[src/rtl/afepmc_pkg.sv]
// constants and types shared by the power-mode control block
package afepmc_pkg;
    localparam int NUM_CH = 8;
    localparam int CNT_W = 9;
    localparam logic [CNT_W-1:0] CNT_MAX = 9'h1FF;
    // serial frame: read flag, 15-bit address, 8-bit data, msb first
    localparam int SPI_FRAME_BITS = 24;
    localparam int SPI_HDR_BITS = 16;
    localparam int SPI_ADDR_BITS = 15;
    localparam logic [4:0] SPI_LAST_BIT = 5'h17;
    localparam logic [4:0] SPI_HDR_LAST = 5'h0F;
    // register map
    localparam logic [14:0] ADDR_CHAN_PD = 15'h0008;
    localparam logic [14:0] ADDR_MODE_CTRL = 15'h0009;
    localparam logic [14:0] ADDR_STATUS = 15'h000A;
    localparam logic [14:0] ADDR_LNA_BIAS = 15'h0012;
    localparam logic [14:0] ADDR_PWR_TIMING = 15'h0112;
    localparam logic [14:0] ADDR_START_BASE = 15'h0113;
    localparam logic [14:0] ADDR_STOP_BASE = 15'h011B;
    localparam logic [7:0] LNA_BIAS_RESET = 8'h02;
    localparam logic [7:0] LNA_BIAS_MASK = 8'h03;
    localparam logic [7:0] PWR_TIMING_RESET = 8'h00;
    localparam logic [7:0] CHAN_PD_RESET = 8'h00;
    localparam logic [7:0] MODE_CTRL_RESET = 8'h04;
    localparam logic [7:0] MODE_CTRL_MASK = 8'h07;
    localparam logic [7:0] COUNT_RESET = 8'h00;
    localparam int MODE_STANDBY_PIN_BIT = 0;
    localparam int MODE_KEEP_PLL_BIT = 1;
    localparam int MODE_DCS_BIT = 2;
    localparam int STAT_READY_BIT = 0;
    localparam int STAT_LOCK_BIT = 1;
    localparam int STAT_PD_BIT = 2;
    localparam int STAT_SB_BIT = 3;
    // pin sampling vector
    localparam int PIN_PD = 0;
    localparam int PIN_SB = 1;
    localparam int PIN_TRIG = 2;
    localparam int PIN_SCLK = 3;
    localparam int PIN_CSN = 4;
    localparam int PIN_SDI = 5;
    localparam int PIN_W = 6;
    localparam logic [PIN_W-1:0] PIN_RESET = 6'h10;
    // timing
    localparam int CLK_PERIOD_NS = 4;
    localparam logic [3:0] DLL_RELOCK_CYCLES = 4'h8;
    localparam int PD_WAKE_US = 375;
    localparam int STANDBY_PIN_WAKE_US = 2;
    localparam int WAKE_W = 17;
    localparam int PD_WAKE_CYCLES_DEF = (PD_WAKE_US * 1000) / CLK_PERIOD_NS;
    localparam logic [WAKE_W-1:0] STANDBY_PIN_WAKE_CYCLES =
        WAKE_W'((STANDBY_PIN_WAKE_US * 1000) / CLK_PERIOD_NS);

    typedef enum logic [1:0] {
        PWR_ACTIVE,
        PWR_DOWN,
        PWR_STANDBY,
        PWR_WAKE
    } afepmc_pwr_type;
endpackage : afepmc_pkg

[src/rtl/afepmc_chan_if.sv]
// per-channel timing controls and enables between top and sequencer
`timescale 1ns/1ps
interface afepmc_chan_if import afepmc_pkg::*; ();
    logic [CNT_W-1:0] count;
    logic [CNT_W-1:0] start;
    logic [CNT_W-1:0] stop;
    logic [CNT_W-1:0] warmup;
    logic run;
    logic analog_en;
    logic digital_en;

    modport seq (
        input count,
        input start,
        input stop,
        input warmup,
        input run,
        output analog_en,
        output digital_en
    );
    modport ctrl (
        output count,
        output start,
        output stop,
        output warmup,
        output run,
        input analog_en,
        input digital_en
    );
endinterface : afepmc_chan_if

[src/rtl/afepmc_power_ctrl.sv]
// power modes, clock stabilizer, channel timing and serial registers
`timescale 1ns/1ps
// What this block does
// - stabilizer on regenerates 50% duty clock
// - stabilizer can be switched off
// - eight-cycle relock, data flagged invalid
// - power-down pin high enters power-down
// - power-down puts output drivers high-Z
// - power-down kills reference, buffer, PLL, bias
// - 375 us wake from full power-down
// - wake time scales with time down
// - standby pin high enters standby
// - standby keeps references, drivers high-Z
// - serial per-channel power-down, serial standby for the whole block
// - serial standby may keep PLL running
// - serial standby resumes within 2 us
// - start count delays channel power-up
// - stop count switches channel off
// - counts measured from transmit trigger
// - analog enabled before digital
// - selectable LNA bias, default mid-high
module afepmc_power_ctrl import afepmc_pkg::*; #(
    parameter int unsigned PD_WAKE_CYCLES = PD_WAKE_CYCLES_DEF
) (
    input wire logic i_mclk,
    input wire logic i_resetn,
    input wire logic i_power_down_pin,
    input wire logic i_standby_pin,
    input wire logic i_transmit_trigger,
    input wire logic i_rate_change,
    input wire logic i_spi_sclk,
    input wire logic i_spi_csn,
    input wire logic i_spi_sdi,
    output logic o_spi_sdo,
    output logic o_spi_sdo_oe,
    output logic o_ref_en,
    output logic o_refbuf_en,
    output logic o_pll_en,
    output logic o_bias_en,
    output logic o_lvds_oe,
    output logic o_data_valid,
    output logic o_dcs_enable,
    output logic o_dcs_locked,
    output logic [7:0] o_lna_bias,
    output logic [NUM_CH-1:0] o_chan_analog_en,
    output logic [NUM_CH-1:0] o_chan_digital_en
);
    localparam logic [WAKE_W-1:0] PD_WAKE_MAX = WAKE_W'(PD_WAKE_CYCLES);

    logic [PIN_W-1:0] pin_meta;
    logic [PIN_W-1:0] pin_sync;
    logic sclk_q;
    logic trig_q;
    logic pd_s;
    logic sb_pin_s;
    logic sclk_rise;
    logic sclk_fall;
    logic trig_rise;
    logic spi_active;
    logic [SPI_FRAME_BITS-2:0] spi_shift;
    logic [SPI_FRAME_BITS-1:0] next_frame;
    logic [4:0] spi_bits;
    logic [SPI_HDR_BITS-1:0] spi_hdr;
    logic [7:0] spi_tx;
    logic [7:0] rd_data;
    logic wr_en;
    logic [SPI_ADDR_BITS-1:0] wr_addr;
    logic [7:0] wr_data;
    logic [7:0] lna_bias;
    logic [7:0] pwr_timing;
    logic [7:0] chan_pd;
    logic [7:0] mode_ctrl;
    logic [7:0] status;
    logic [7:0] start_cnt [NUM_CH];
    logic [7:0] stop_cnt [NUM_CH];
    logic [CNT_W-1:0] sample_count;
    afepmc_pwr_type state;
    afepmc_pwr_type next_state;
    logic [WAKE_W-1:0] wake_cnt;
    logic [WAKE_W-1:0] down_cnt;
    logic standby_pin_req;
    logic pll_keep;
    logic dcs_en;
    logic dcs_q;
    logic [3:0] relock_cnt;
    logic dll_ok;
    logic chan_run;

    always_ff @(posedge i_mclk or negedge i_resetn) begin
        if (!i_resetn) begin
            pin_meta <= PIN_RESET;
            pin_sync <= PIN_RESET;
            sclk_q <= 1'b0;
            trig_q <= 1'b0;
        end else begin
            pin_meta <= {i_spi_sdi, i_spi_csn, i_spi_sclk, i_transmit_trigger,
                         i_standby_pin, i_power_down_pin};
            pin_sync <= pin_meta;
            sclk_q <= pin_sync[PIN_SCLK];
            trig_q <= pin_sync[PIN_TRIG];
        end
    end

    assign pd_s = pin_sync[PIN_PD];
    assign sb_pin_s = pin_sync[PIN_SB];
    assign sclk_rise = pin_sync[PIN_SCLK] && !sclk_q;
    assign sclk_fall = !pin_sync[PIN_SCLK] && sclk_q;
    assign trig_rise = pin_sync[PIN_TRIG] && !trig_q;
    assign spi_active = !pin_sync[PIN_CSN];
    assign next_frame = {spi_shift, pin_sync[PIN_SDI]};
    assign wr_en = spi_active && sclk_rise && (spi_bits == SPI_LAST_BIT) &&
                   !spi_hdr[SPI_HDR_BITS-1];
    assign wr_addr = spi_hdr[SPI_ADDR_BITS-1:0];
    assign wr_data = next_frame[7:0];

    // serial port shifter, readback on falling edges
    always_ff @(posedge i_mclk or negedge i_resetn) begin
        if (!i_resetn) begin
            spi_shift <= '0;
            spi_bits <= 5'h00;
            spi_hdr <= '0;
            spi_tx <= 8'h00;
            o_spi_sdo_oe <= 1'b0;
        end else if (!spi_active) begin
            spi_bits <= 5'h00;
            o_spi_sdo_oe <= 1'b0;
        end else if (sclk_rise) begin
            spi_shift <= next_frame[SPI_FRAME_BITS-2:0];
            spi_bits <= (spi_bits == SPI_LAST_BIT) ? 5'h00 : spi_bits + 5'h01;
            if (spi_bits == SPI_HDR_LAST) begin
                spi_hdr <= next_frame[SPI_HDR_BITS-1:0];
                spi_tx <= rd_data;
                o_spi_sdo_oe <= next_frame[SPI_HDR_BITS-1];
            end
            if (spi_bits == SPI_LAST_BIT) begin
                o_spi_sdo_oe <= 1'b0;
            end
        end else if (sclk_fall && o_spi_sdo_oe && spi_bits != SPI_HDR_LAST + 5'h01) begin
            spi_tx <= {spi_tx[6:0], 1'b0};
        end
    end

    assign o_spi_sdo = spi_tx[7];

    always_ff @(posedge i_mclk or negedge i_resetn) begin
        if (!i_resetn) begin
            lna_bias <= LNA_BIAS_RESET;
            pwr_timing <= PWR_TIMING_RESET;
            chan_pd <= CHAN_PD_RESET;
            mode_ctrl <= MODE_CTRL_RESET;
        end else if (wr_en) begin
            case (wr_addr)
                ADDR_LNA_BIAS: lna_bias <= wr_data & LNA_BIAS_MASK;
                ADDR_PWR_TIMING: pwr_timing <= wr_data;
                ADDR_CHAN_PD: chan_pd <= wr_data;
                ADDR_MODE_CTRL: mode_ctrl <= wr_data & MODE_CTRL_MASK;
                default: ;
            endcase
        end
    end

    assign o_lna_bias = lna_bias;
    assign status = {4'h0, state == PWR_STANDBY, state == PWR_DOWN, o_dcs_locked, o_data_valid};

    always_comb begin
        rd_data = 8'h00;
        case (next_frame[SPI_ADDR_BITS-1:0])
            ADDR_LNA_BIAS: rd_data = lna_bias;
            ADDR_PWR_TIMING: rd_data = pwr_timing;
            ADDR_CHAN_PD: rd_data = chan_pd;
            ADDR_MODE_CTRL: rd_data = mode_ctrl;
            ADDR_STATUS: rd_data = status;
            default: rd_data = 8'h00;
        endcase
        for (int k = 0; k < NUM_CH; k++) begin
            if (next_frame[SPI_ADDR_BITS-1:0] == ADDR_START_BASE + 15'(k)) begin
                rd_data = start_cnt[k];
            end
            if (next_frame[SPI_ADDR_BITS-1:0] == ADDR_STOP_BASE + 15'(k)) begin
                rd_data = stop_cnt[k];
            end
        end
    end

    always_ff @(posedge i_mclk or negedge i_resetn) begin
        if (!i_resetn) begin
            sample_count <= '0;
        end else if (trig_rise) begin
            sample_count <= '0;
        end else if (sample_count != CNT_MAX) begin
            sample_count <= sample_count + 9'h001;
        end
    end

    assign standby_pin_req = sb_pin_s || mode_ctrl[MODE_STANDBY_PIN_BIT];

    always_comb begin
        next_state = state;
        case (state)
            PWR_ACTIVE: begin
                if (pd_s) next_state = PWR_DOWN;
                else if (standby_pin_req) next_state = PWR_STANDBY;
            end
            PWR_DOWN: begin
                if (!pd_s) next_state = standby_pin_req ? PWR_STANDBY : PWR_WAKE;
            end
            PWR_STANDBY: begin
                if (pd_s) next_state = PWR_DOWN;
                else if (!standby_pin_req) next_state = PWR_WAKE;
            end
            PWR_WAKE: begin
                if (pd_s) next_state = PWR_DOWN;
                else if (standby_pin_req) next_state = PWR_STANDBY;
                else if (wake_cnt == '0) next_state = PWR_ACTIVE;
            end
            default: next_state = PWR_DOWN;
        endcase
    end

    always_ff @(posedge i_mclk or negedge i_resetn) begin
        if (!i_resetn) begin
            state <= PWR_WAKE;
        end else begin
            state <= next_state;
        end
    end

    // time spent down, capped at full wake
    always_ff @(posedge i_mclk or negedge i_resetn) begin
        if (!i_resetn) begin
            down_cnt <= '0;
        end else if (state != PWR_DOWN) begin
            down_cnt <= '0;
        end else if (down_cnt < PD_WAKE_MAX) begin
            down_cnt <= down_cnt + 17'h00001;
        end
    end

    always_ff @(posedge i_mclk or negedge i_resetn) begin
        if (!i_resetn) begin
            wake_cnt <= PD_WAKE_MAX;
        end else if (state == PWR_DOWN && next_state == PWR_WAKE) begin
            wake_cnt <= down_cnt;
        end else if (state == PWR_STANDBY && next_state == PWR_WAKE) begin
            wake_cnt <= STANDBY_PIN_WAKE_CYCLES;
        end else if (state == PWR_WAKE && wake_cnt != '0) begin
            wake_cnt <= wake_cnt - 17'h00001;
        end
    end

    assign pll_keep = mode_ctrl[MODE_KEEP_PLL_BIT] && mode_ctrl[MODE_STANDBY_PIN_BIT] && !sb_pin_s;
    assign chan_run = (state == PWR_ACTIVE) || (state == PWR_WAKE);

    always_ff @(posedge i_mclk or negedge i_resetn) begin
        if (!i_resetn) begin
            o_ref_en <= 1'b0;
            o_refbuf_en <= 1'b0;
            o_pll_en <= 1'b0;
            o_bias_en <= 1'b0;
            o_lvds_oe <= 1'b0;
            o_data_valid <= 1'b0;
        end else begin
            o_ref_en <= next_state != PWR_DOWN;
            o_refbuf_en <= next_state != PWR_DOWN;
            o_pll_en <= (next_state == PWR_ACTIVE) || (next_state == PWR_WAKE) ||
                        (next_state == PWR_STANDBY && pll_keep);
            o_bias_en <= (next_state == PWR_ACTIVE) || (next_state == PWR_WAKE);
            o_lvds_oe <= (next_state == PWR_ACTIVE) || (next_state == PWR_WAKE);
            o_data_valid <= (next_state == PWR_ACTIVE) && dll_ok;
        end
    end

    assign dcs_en = mode_ctrl[MODE_DCS_BIT];
    assign dll_ok = !dcs_en || (relock_cnt == 4'h0);

    // relock after rate change, stabilizer enable or leaving power-down
    always_ff @(posedge i_mclk or negedge i_resetn) begin
        if (!i_resetn) begin
            relock_cnt <= DLL_RELOCK_CYCLES;
            dcs_q <= 1'b0;
        end else begin
            dcs_q <= dcs_en;
            if (i_rate_change || (dcs_en && !dcs_q) ||
                (state == PWR_DOWN && next_state != PWR_DOWN)) begin
                relock_cnt <= DLL_RELOCK_CYCLES;
            end else if (relock_cnt != 4'h0) begin
                relock_cnt <= relock_cnt - 4'h1;
            end
        end
    end

    always_ff @(posedge i_mclk or negedge i_resetn) begin
        if (!i_resetn) begin
            o_dcs_enable <= 1'b0;
            o_dcs_locked <= 1'b0;
        end else begin
            o_dcs_enable <= dcs_en;
            o_dcs_locked <= dcs_en && (relock_cnt == 4'h0);
        end
    end

    for (genvar g = 0; g < NUM_CH; g++) begin : g_chan
        afepmc_chan_if chif ();

        always_ff @(posedge i_mclk or negedge i_resetn) begin
            if (!i_resetn) begin
                start_cnt[g] <= COUNT_RESET;
                stop_cnt[g] <= COUNT_RESET;
            end else if (wr_en) begin
                if (wr_addr == ADDR_START_BASE + 15'(g)) start_cnt[g] <= wr_data;
                if (wr_addr == ADDR_STOP_BASE + 15'(g)) stop_cnt[g] <= wr_data;
            end
        end

        assign chif.count = sample_count;
        assign chif.start = {1'b0, start_cnt[g]};
        assign chif.stop = {1'b0, stop_cnt[g]};
        assign chif.warmup = {1'b0, pwr_timing};
        assign chif.run = chan_run && !chan_pd[g];
        assign o_chan_analog_en[g] = chif.analog_en;
        assign o_chan_digital_en[g] = chif.digital_en;

        afepmc_chan_seq u_seq (
            .i_mclk(i_mclk),
            .i_resetn(i_resetn),
            .ch(chif.seq)
        );
    end
endmodule : afepmc_power_ctrl

[src/rtl/afepmc_chan_seq.sv]
// one channel's start/stop window and analog-then-digital power-up
`timescale 1ns/1ps
module afepmc_chan_seq import afepmc_pkg::*; (
    input wire logic i_mclk,
    input wire logic i_resetn,
    afepmc_chan_if.seq ch
);
    logic in_window;
    logic [CNT_W:0] digital_at;

    assign in_window = ch.run && (ch.count >= ch.start) &&
                       ((ch.stop == '0) || (ch.count < ch.stop));
    assign digital_at = {1'b0, ch.start} + {1'b0, ch.warmup};

    always_ff @(posedge i_mclk or negedge i_resetn) begin
        if (!i_resetn) begin
            ch.analog_en <= 1'b0;
        end else begin
            ch.analog_en <= in_window;
        end
    end

    always_ff @(posedge i_mclk or negedge i_resetn) begin
        if (!i_resetn) begin
            ch.digital_en <= 1'b0;
        end else begin
            ch.digital_en <= in_window && ch.analog_en && ({1'b0, ch.count} >= digital_at);
        end
    end
endmodule : afepmc_chan_seq

[config.mk]
export PLATFORM = sky130hd
export DESIGN_NAME = afepmc_power_ctrl
export DESIGN_NICKNAME = d
export VERILOG_FILES = /design/src/rtl/afepmc_pkg.sv /design/src/rtl/afepmc_chan_if.sv /design/src/rtl/afepmc_power_ctrl.sv /design/src/rtl/afepmc_chan_seq.sv
export SDC_FILE = /design/constraint.sdc
export NUM_CORES = 1
export LEC_CHECK = 0
export ABC_AREA = 1
export BUFFER_PORTS_ARGS = -buffer_cell sky130_fd_sc_hd__buf_2
export CAP_MARGIN = 20
export CORE_AREA = 2 2 186 188
export CTS_CLUSTER_SIZE = 25
export DETAILED_ROUTE_END_ITERATION = 8
export DIE_AREA = 0 0 188 190
export GPL_ROUTABILITY_DRIVEN = 0
export PLACE_DENSITY_LB_ADDON = 0.05
export SYNTH_ARGS = -nofsm -noshare
export SYNTH_HDL_FRONTEND = slang
export SYNTH_SLANG_ARGS = --single-unit
[constraint.sdc]
create_clock -name i_mclk -period 3.91 [get_ports i_mclk]
set_input_delay 0.782 -clock i_mclk [delete_from_list [all_inputs] [get_ports i_mclk]]
set_output_delay 0.782 -clock i_mclk [all_outputs]
set_load 0.02 [all_outputs]
== Yosys cells after proc, flatten, opt, wreduce, memory -nomap -nowiden ==
Cells that the tools add are included.

* Word-level logic and storage cells: 328
* Register bits after elaboration: 279

* Add/subtract/negate cells: 13
* Equality and inequality tests: 53
* Bitwise operators: 1
* Multiplexer cells: 46
* Reduce and logical (&&, ||, !) cells: 134
* $lt $le $gt $ge: 25

{| class="wikitable"
|+ Operators by type and width
! cell !! number
|-
| 15-bit by 9-bit == test with 1-bit output, second input constant || 34
|-
| 8-bit two-way mux || 19
|-
| 17-bit two-way mux || 5
|-
| 9-bit by 10-bit >= comparator with 1-bit output || 8
|-
| 15-bit by 4-bit == test with 1-bit output, second input constant || 5
|-
| 8-bit by 8-bit adder with 9-bit output || 8
|-
| 9-bit by 8-bit >= comparator with 1-bit output || 8
|-
| 9-bit zero test || 8
|-
| 9-bit by 8-bit less-than comparator with 1-bit output || 8
|-
| 1-bit logical AND || 58
|-
| 2-bit AND reduction || 22
|-
| 8-bit one-hot mux with 5 select lines || 1
|-
| 15-bit by 5-bit == test with 1-bit output, second input constant || 2
|-
| 9-bit two-way mux || 2
|-
| 17-bit by 1-bit adder with 17-bit output, second input constant || 1
|-
| 17-bit zero test || 1
|-
| 17-bit less-than comparator, second input constant || 1
|-
| 17-bit nonzero test || 1
|-
| 17-bit by 1-bit subtractor with 17-bit output, second input constant || 1
|-
| 1-bit zero test || 16
|-
| 2-bit two-way mux || 8
|-
| 1-bit logical OR || 15
|-
| 5-bit two-way mux || 3
|-
| 2-bit nonzero test || 5
|-
| 19 further kinds || 32
|}

== Longest topological paths before layout ==
Gate-level depths: netlist of run 1.

* Depth after elaboration: 20
* Mapped depth: 24
* Depth with buffers taken out: 24

== Modules after synthesis ==
Synthesis of run 1 repeated with hierarchy kept, for this count alone.

* Cell total of the unflattened synthesis: 2926
* Area total of the unflattened synthesis: 21737.1 µm²

{| class="wikitable"
|+ Modules (own cells, without submodules)
! module !! cells an instance !! instances !! seq. area each (µm²) !! area each (µm²)
|-
| afepmc_power_ctrl || 1527 || 1 || 6602.6 || 12629.6
|-
| afepmc_chan_seq at g_chan[0].u_seq ... || 172 || 4 || 50.0 || 1131.1
|-
| afepmc_chan_seq at g_chan[3].u_seq ... || 171 || 3 || 50.0 || 1126.1
|-
| afepmc_chan_seq at g_chan[2].u_seq || 198 || 1 || 50.0 || 1204.9
|}

== Least setup slack after synthesis of run 1 ==
No wires, ideal clock.

* Path kind: register to register
* Start: reg wake_cnt[12]
* End: reg wake_cnt[8]
* Arrival: 2.838 ns
* Stages on the path, launching flop included: 18
* Slack: 0.940 ns
* Buffers on the path: 1
* Library setup time: 0.132 ns
* Data required time: 3.778 ns
* Period minus slack after synthesis: 2.970 ns
* Cell sequence: dfrtp_1 -> nor2_1 -> nand3_1 -> nor4_1 -> nand3_1 -> nand2_1 -> a21oi_1 -> a221o_1 -> a22oi_1 -> inv_1 -> ha_1 -> nand2_1 -> nand2_1 -> inv_1 -> clkbuf_1 -> o21ai_0 -> o22ai_1 -> o21ai_0

* Word-level cells in the longest chain between the ends: 9
* Elaborated cells between the ends (all ways): 13
* Classes of those cells: 1 x eq/ne; 6 x mux; 6 x reduce/logical

{| class="wikitable"
|+ Ends and longest elaborated chain
! element !! line !! RTL
|-
| from (decl) || afepmc_power_ctrl.sv:79 || <nowiki>logic [WAKE_W-1:0] wake_cnt;</nowiki>
|-
| from (signal assigned) || afepmc_power_ctrl.sv:243 || <nowiki>wake_cnt <= down_cnt;</nowiki>
|-
| from (signal assigned) || afepmc_power_ctrl.sv:247 || <nowiki>wake_cnt <= wake_cnt - 17'h00001;</nowiki>
|-
| 17-bit zero test (*) || afepmc_power_ctrl.sv:214 || <nowiki>else if (wake_cnt == '0) next_state = PWR_ACTIVE;</nowiki>
|-
| 2-bit two-way mux (*) || afepmc_power_ctrl.sv:214 ||
|-
| 2-bit two-way mux (*) || afepmc_power_ctrl.sv:213 || <nowiki>else if (standby_pin_req) next_state = PWR_STANDBY;</nowiki>
|-
| 2-bit two-way mux (*) || afepmc_power_ctrl.sv:212 || <nowiki>if (pd_s) next_state = PWR_DOWN;</nowiki>
|-
| 2-bit one-hot mux with 4 select lines (*) || afepmc_power_ctrl.sv:199 || <nowiki>case (state)</nowiki>
|-
| via next_state[1] || afepmc_power_ctrl.sv:78 || <nowiki>afepmc_pwr_type next_state;</nowiki>
|-
| 2-bit == test (*) || afepmc_power_ctrl.sv:242, afepmc_power_ctrl.sv:244 ||
|-
| 1-bit logical AND || afepmc_power_ctrl.sv:244 || <nowiki>end else if (state == PWR_STANDBY && next_state == PWR_WAKE) begin</nowiki>
|-
| 17-bit two-way mux || afepmc_power_ctrl.sv:244 ||
|-
| 17-bit two-way mux || afepmc_power_ctrl.sv:242 || <nowiki>end else if (state == PWR_DOWN && next_state == PWR_WAKE) begin</nowiki>
|}

Mark *: on every way through the listed nets, which the timed path passes. The rest lies on a longest branch.
A chain may end at the register's enable or synchronous reset.

== Final worst setup path of run 1 ==
* Start: reg wake_cnt[12]
* End: reg wake_cnt[0]

Same word-level chain as after synthesis.

==> results of run 1 <==
## routing by layer
metal / GRT usage / vias up / routed length [um]
met2: 0.539 / 520 / 26200
met3: 0.0463 / 149 / 3490
met1: 0.416 / 8237 / 23800
li1: - / 8313 / -
met5: 0 / - / 13
met4: 0.134 / 2 / 2470
## area by class of cell
cell class | instances | area, um^2 | share of cell area
clock buffer | 52 | 1050 | 0.0487
clock inverter | 9 | 120 | 0.00556
inverter | 314 | 1180 | 0.0546
multi-input combinational | 1769 | 11100 | 0.514
sequential | 279 | 7000 | 0.324
tap | 455 | 569 | 0.0264
timing repair buffer | 81 | 578 | 0.0268
## worst min-delay path by stage
| stage | endpoint | from |
|---|---|---|
| after global placement | pin_sync[0] | pin_meta[0] |
| after global routing | trig_q | i_resetn |
| final | trig_q | i_resetn |
| after CTS | g_chan[0].chif.count[3] | i_resetn |
| after floorplan | pin_sync[0] | pin_meta[0] |
| after detailed placement | pin_sync[3] | pin_meta[3] |
## sequential cells by signal, summed over array words and instances, names as in the netlist, 2 cells and up
| register | count |
|---|---|
| spi_tx | 8 |
| g_chan.chif.stop | 64 |
| pwr_timing | 8 |
| down_cnt | 17 |
| relock_cnt | 4 |
| wake_cnt | 17 |
| mode_ctrl | 3 |
| spi_shift | 15 |
| pin_meta | 6 |
| spi_bits | 5 |
| spi_hdr | 16 |
| g_chan.u_seq.ch.analog_en | 8 |
| g_chan.chif.count | 9 |
| o_lna_bias | 2 |
| pin_sync | 6 |
| g_chan.u_seq.ch.digital_en | 8 |
| chan_pd | 8 |
| g_chan.chif.start | 64 |
| state | 2 |
## kinds of logic after synthesis
logic type,count (synthesis),synth area share
adder cells (fa/ha/maj),280,0.181
XOR/XNOR,54,0.0240
AND/OR/NAND/NOR,863,0.192
other,1,0.000191
buffers and inverters,395,0.0814
flip-flops,279,0.356
AO/OA/AOI/OAI,566,0.165
## power by group through the flow
stage          Sequential (mW)  Combinational [mW]  Clock [mW]
2_1_floorplan             3.44                2.33           0
3_3_place_gp              3.40                3.20           0
3_5_place_dp              3.40                3.29           0
4_1_cts                   3.36                3.33        3.35
5_1_grt                   3.39                3.76        3.48
6_report                  3.36                3.33        3.30
## stage by stage
step           std cells  utilization  cell area [um^2]
3_5_place_dp        2898        0.602             20400
6_report            2959        0.636             21600
2_1_floorplan       2443            -             19700
5_1_grt             2959        0.636             21600
3_3_place_gp        2898        0.602             20400
4_1_cts             2959        0.636             21600
## critical path, stage by stage, from the launching register on
cell and delay (ns):
dfrtp_1 0.42, nor2_1 0.14, nand3_1 0.09, nor4_1 0.24, nand3_1 0.20, nand2_1 0.10, a21oi_1 0.06, a221o_1 0.30
a22oi_1 0.25, inv_1 0.13, ha_1 0.24, nand2_1 0.09, nand2_1 0.27, nor2_2 0.44, inv_1 0.28, nand2_1 0.11
o21ai_0 0.09
## cell usage in the layout (no fill, tap or decap), types with 6 or more instances in the layout
cell,instances
nor3_1,35
o21a_1,54
clkbuf_8,7
o21ai_0,255
clkbuf_1,8
inv_2,8
o211ai_1,14
buf_4,41
a31oi_1,9
clkbuf_16,37
a21o_1,15
a22oi_1,6
o21bai_1,11
a21oi_1,148
clkinv_2,6
xnor2_1,26
nand2_1,490
o22ai_1,10
nor2_1,141
buf_2,35
dfstp_2,17
nor4_1,27
fa_1,8
conb_1,6
ha_1,272
inv_1,305
nand4_1,48
a21boi_0,16
xor2_1,28
nor2_4,6
dfrtp_1,262
nand3_1,81
==> metrics, run 1 <==
Slew Limit Fails=0; Final WS setup=approximately 0.34 ns; HPWL Detailed=39900 um; worst-path fanout max=11; synthesized area=roughly 0.02 mm^2; reg2reg setup slack=0.34 ns; YS warnings=0; asr flop ratio synth=1.00; Critical Path RT=approximately 4.3 ns; Nets=between 2000 and 3000; worst r2r src=wake_cnt[12]; mean routed wirelength per cell=about 19 um; worst setup path startpoint=wake_cnt[12]; final hold vios=0; synth top area cells=dfrtp_1 (33%), ha_1 (17%), nand2_1 (9.3%); post-detailed-route count of antenna-violating nets=0; largest net degree at the start of global routing=95; hold slack=0.204 ns; sw power=between 3 and 4 mW; Worst setup EP type=flop; Syn-to-layout area delta=9.76%; Setup TNS=0 ns; vias in the first global route=~17000; Starting Density=0.580; R2R cell count=16; Worst-path clk slew=about 0.060 ns; CP startpoint kind=flop; Rel. slew slack=0.262; area leader, netlist=dfrtp_1; Pwr Density=about 460 mW/mm^2; core area=roughly 0.034 mm^2; clk_lat worst skew=0.52 ns; Main synth FF type=dfrtp_1; outcome=complete, no violations; Tcrit/Tclk final=0.913; Least-Margin Pin Slew=between 1 and 1.5 ns; Hold-fix buffers, CTS=0; final WL=approximately 56000 um; Lkg Pwr=10.1 nW; VDD IR max=between 0.4 and 0.5 mV; post-CTS sizing=0; maxcap violations=0; CTS Root Cell=clkbuf_16; Post-synth top cells=nand2_1 (490), inv_1 (305), ha_1 (272); clk_skew=~0.017 ns; hold crit path type=in -> async; Int Pwr=roughly 6.5 mW; I/O Pins=43; Via-to-Cell Ratio=slightly below 6; Rows=68; die area=0.0357 mm^2; global route overflow=0; WP data arrival=3.95 ns; CTS tree=done; Global Route Usage Sum=0.320; H-tree levels=2; TritonCTS Buffers=35; Comb pwr share=0.333; sequential cell area fraction in the yosys report=0.356; Max Fclk=roughly 0.28 GHz; top cell type's share of synthesized area=0.333; initial antenna violation count=1; DRT iter0 DRCs=approximately 1300; DRC Markers=0; CTS Buffer Depth=3; drt first pass iters=6; Buffers on Ports=36; worst flop-to-flop path endpoint=wake_cnt[0]; RSZ-0062 raised after global routing=false; number of synthesized register bits=roughly 280; Post-synth EDFFs=0; Die H=about 190 um; n_diodes=0; Place WS=0.393 ns; postcts setup bufs=0; Filler cells=2964; crit path capture=wake_cnt[0]; Clock power frac=0.330; CTS Sinks=279; first-pass GRT wire length=~90000 um; Final setup viols=0; Mapped Cells=2438; Switching Fraction=0.349; register share of total power=0.336; crit path time final=approximately 3.6 ns; CP Class=reg -> reg; Vias=around 17000; Die Width=around 190 um; syn_area_per_cell=around 8.1 um^2; Yosys cell types=62; top-count cell post-synth=nand2_1; Total Power=approximately 10 mW; share of layout cells above drive strength 1=0.0763
No activity file was read; power rests on OpenSTA's default activity.
==> run 2, diff against run 1 <==
--- a/config.mk
+++ b/config.mk
@@ -8,10 +8,10 @@
 export ABC_AREA = 1
 export BUFFER_PORTS_ARGS = -buffer_cell sky130_fd_sc_hd__buf_2
 export CAP_MARGIN = 20
-export CORE_AREA = 2 2 186 188
+export CORE_AREA = 2 2 269 271
 export CTS_CLUSTER_SIZE = 25
 export DETAILED_ROUTE_END_ITERATION = 8
-export DIE_AREA = 0 0 188 190
+export DIE_AREA = 0 0 271 273
 export GPL_ROUTABILITY_DRIVEN = 0
 export PLACE_DENSITY_LB_ADDON = 0.05
 export SYNTH_ARGS = -nofsm -noshare
==> run 2 against run 1 <==
  * Combinational power increased by 5%
  * Sequential cell count unchanged
  * First-iteration DRC count decreased by 24%
  * Hold slack improved by 0.023 ns
  * Register-to-register slack improved by 0.02 ns
  * Die area increased by 110%
  * Largest cell class unchanged
  * Routed wire length increased by 24%
  * Count of clock-buffer cells in the layout increased by 5
  * Largest power group is now the clock network
  * Sequential share of layout area decreased by 1.5 points
==> metrics, run 2 (synthesis gave the netlist of run 1 again) <==
outcome=complete, no violations; TritonCTS Buffers=40 (+14%); R2R cell count=16 (unchanged); Slew Limit Fails=0 (unchanged); Pwr Density=474 mW/mm^2 (+2.5%); crit path cell chain=inv_1 -> ha_1 -> nand2_1 -> nor2_1 -> nand3_1 -> nand2_1 -> inv_1 -> o21ai_0 -> inv_1 -> ha_1 -> nand2_1 -> nand2_1 -> inv_1 -> o21ai_0 -> o22ai_1 -> o21ai_0; mean routed wirelength per cell=19.9 um (+5.3%); post-detailed-route count of antenna-violating nets=0 (unchanged); Nets=2793 (+0.87%); Vias=16700 (-3.2%); met3 Use GR=0.0280 (-0.0183); commonest non-fill, non-tap cell in the layout=nand2_1; VDD IR max=0.280 mV (-32%); Critical Path RT=4.35 ns (+0.06 ns); final core occ=0.319 (-0.317); Tcrit/Tclk final=0.907 (-0.00634); WP data arrival=3.99 ns (+0.04 ns); reg2reg setup slack=0.36 ns (+0.02 ns); Rows=98 (+44%); hold crit path type=in -> async; RSZ-0062 raised after global routing=true; CTS Root Cell=clkbuf_16; final WL=69400 um (+24%); CTS tree=done; CP peak stage delay=0.44 ns (about the same); Global Route Usage Sum=0.190 (-0.131); final hold vios=0 (unchanged); Max Fclk=0.282 GHz (+0.70%); CTS Buffer Depth=3 (unchanged); global route overflow=0 (unchanged); Syn-to-layout area delta=15.1%; Total Power=10.7 mW (+7.5%); clk_lat worst skew=0.58 ns (+0.06 ns); Crit-path slowest cell=inv_1; CTS Sinks=279 (unchanged); crit path time final=3.55 ns (-0.0248 ns); CP startpoint kind=flop; die area=0.0740 mm^2 (+110%); placed cells=3412 (+18%); clk_skew=0.0135 ns (-0.00345 ns); Lkg Pwr=10.3 nW (+2.2%); Die H=273 um (+44%); grt met2 use=0.315 (-0.223); Via-to-Cell Ratio=4.78 (-18%); DRT iter0 DRCs=999 (-24%); drt first pass iters=6 (unchanged); Final setup viols=0 (unchanged); maxcap violations=0 (unchanged); share of layout cells above drive strength 1=0.0884 (+0.0121); Place WS=0.377 ns (-0.0158 ns); worst flop-to-flop path endpoint=wake_cnt[8]; Starting Density=0.277 (-0.302); n_diodes=0 (unchanged); worst r2r src=wake_cnt[0]; HPWL Detailed=50900 um (+28%); initial antenna violation count=3 (+2); Buffers on Ports=36 (unchanged); vias in the first global route=16600 (+0.13%); most frequent cells in the layout=nand2_1 (490), inv_1 (305), ha_1 (272); core area=0.0710 mm^2 (+110%); Worst-path clk slew=0.05 ns (about the same); Rel. slew slack=0.384 (+0.122); met1 Track Usage GR=0.254 (-0.162); postcts setup bufs=0 (unchanged); DRC Markers=0 (unchanged); CP Class=reg -> reg; I/O Pins=43 (unchanged); Least-Margin Pin Slew=0.924 ns (-0.181 ns); Top Usage Layer GRT=met2; worst-path fanout max=13 (+2); Worst setup EP type=flop; Die Width=271 um (+44%); largest net degree at the start of global routing=89 (-6.3%); Final WS setup=0.365 ns (+0.0248 ns); H-tree levels=2 (unchanged); Non-Filler Instances=3485 (+18%); first-pass GRT wire length=106000 um (+18%)
==> run 2: area by class of cell <==
type / instances / area, um^2
Tap cell: 950 / 1190
Clock inverter: 16 / 213
Timing Repair Buffer: 100 / 783
Inverter: 314 / 1180
Fill cell: 7577 / 48400
Sequential cell: 279 / 7000
Clock buffer: 57 / 1170
Multi-Input combinational cell: 1769 / 11100
==> run 2: worst max-delay path by stage <==
stage	slack [ns]	cells after the start	endpoint	startpoint
finish	0.36	16	wake_cnt[8]	wake_cnt[0]
global route	-0.007	16	wake_cnt[8]	wake_cnt[0]
CTS	0.36	16	wake_cnt[9]	wake_cnt[0]
detailed placement	0.38	16	wake_cnt[9]	wake_cnt[0]
global placement	0.39	16	wake_cnt[0]	wake_cnt[12]
floorplan	0.94	17	wake_cnt[8]	wake_cnt[12]
==> run 2: power by group <==
| part | total [mW] | internal (mW) | switching (mW) |
|---|---|---|---|
| logic | 3.51 | 1.34 | 2.17 |
| clock network | 3.87 | 2.37 | 1.51 |
| registers | 3.35 | 3.16 | 0.186 |
==> run 2: through the flow <==
step           hold slack [ns]   TNS, ns  instance area (um^2)
2_1_floorplan            0.331         0                 19700
3_3_place_gp             0.333         0                 21200
3_5_place_dp             0.340         0                 21200
4_1_cts                  0.276         0                 22600
5_1_grt                  0.282  -0.00685                 22600
6_report                 0.227         0                 22600
==> run 2: routing by layer <==
layer	part of all wire	up-vias
li1	-	8389
met1	0.47	7900
met2	0.47	278
met3	0.037	95
met4	0.029	2
met5	0.00010	-
==> run 2: worst max-delay path, delay by kind of cell, from the launching register on <==
kind                     cells  cell delay [ns]
AO/OA/AOI/OAI                4             0.83
adder cells (fa/ha/maj)      2             0.44
buffers and inverters        4             0.83
flip-flops                   1             0.38
AND/OR/NAND/NOR              6             0.93
==> run 2: repair_timing <==
action | in CTS | in global routing
hold buffers | 0 | 0
gates resized for setup | 0 | 1
endpoints found under the setup margin | 0 | 6
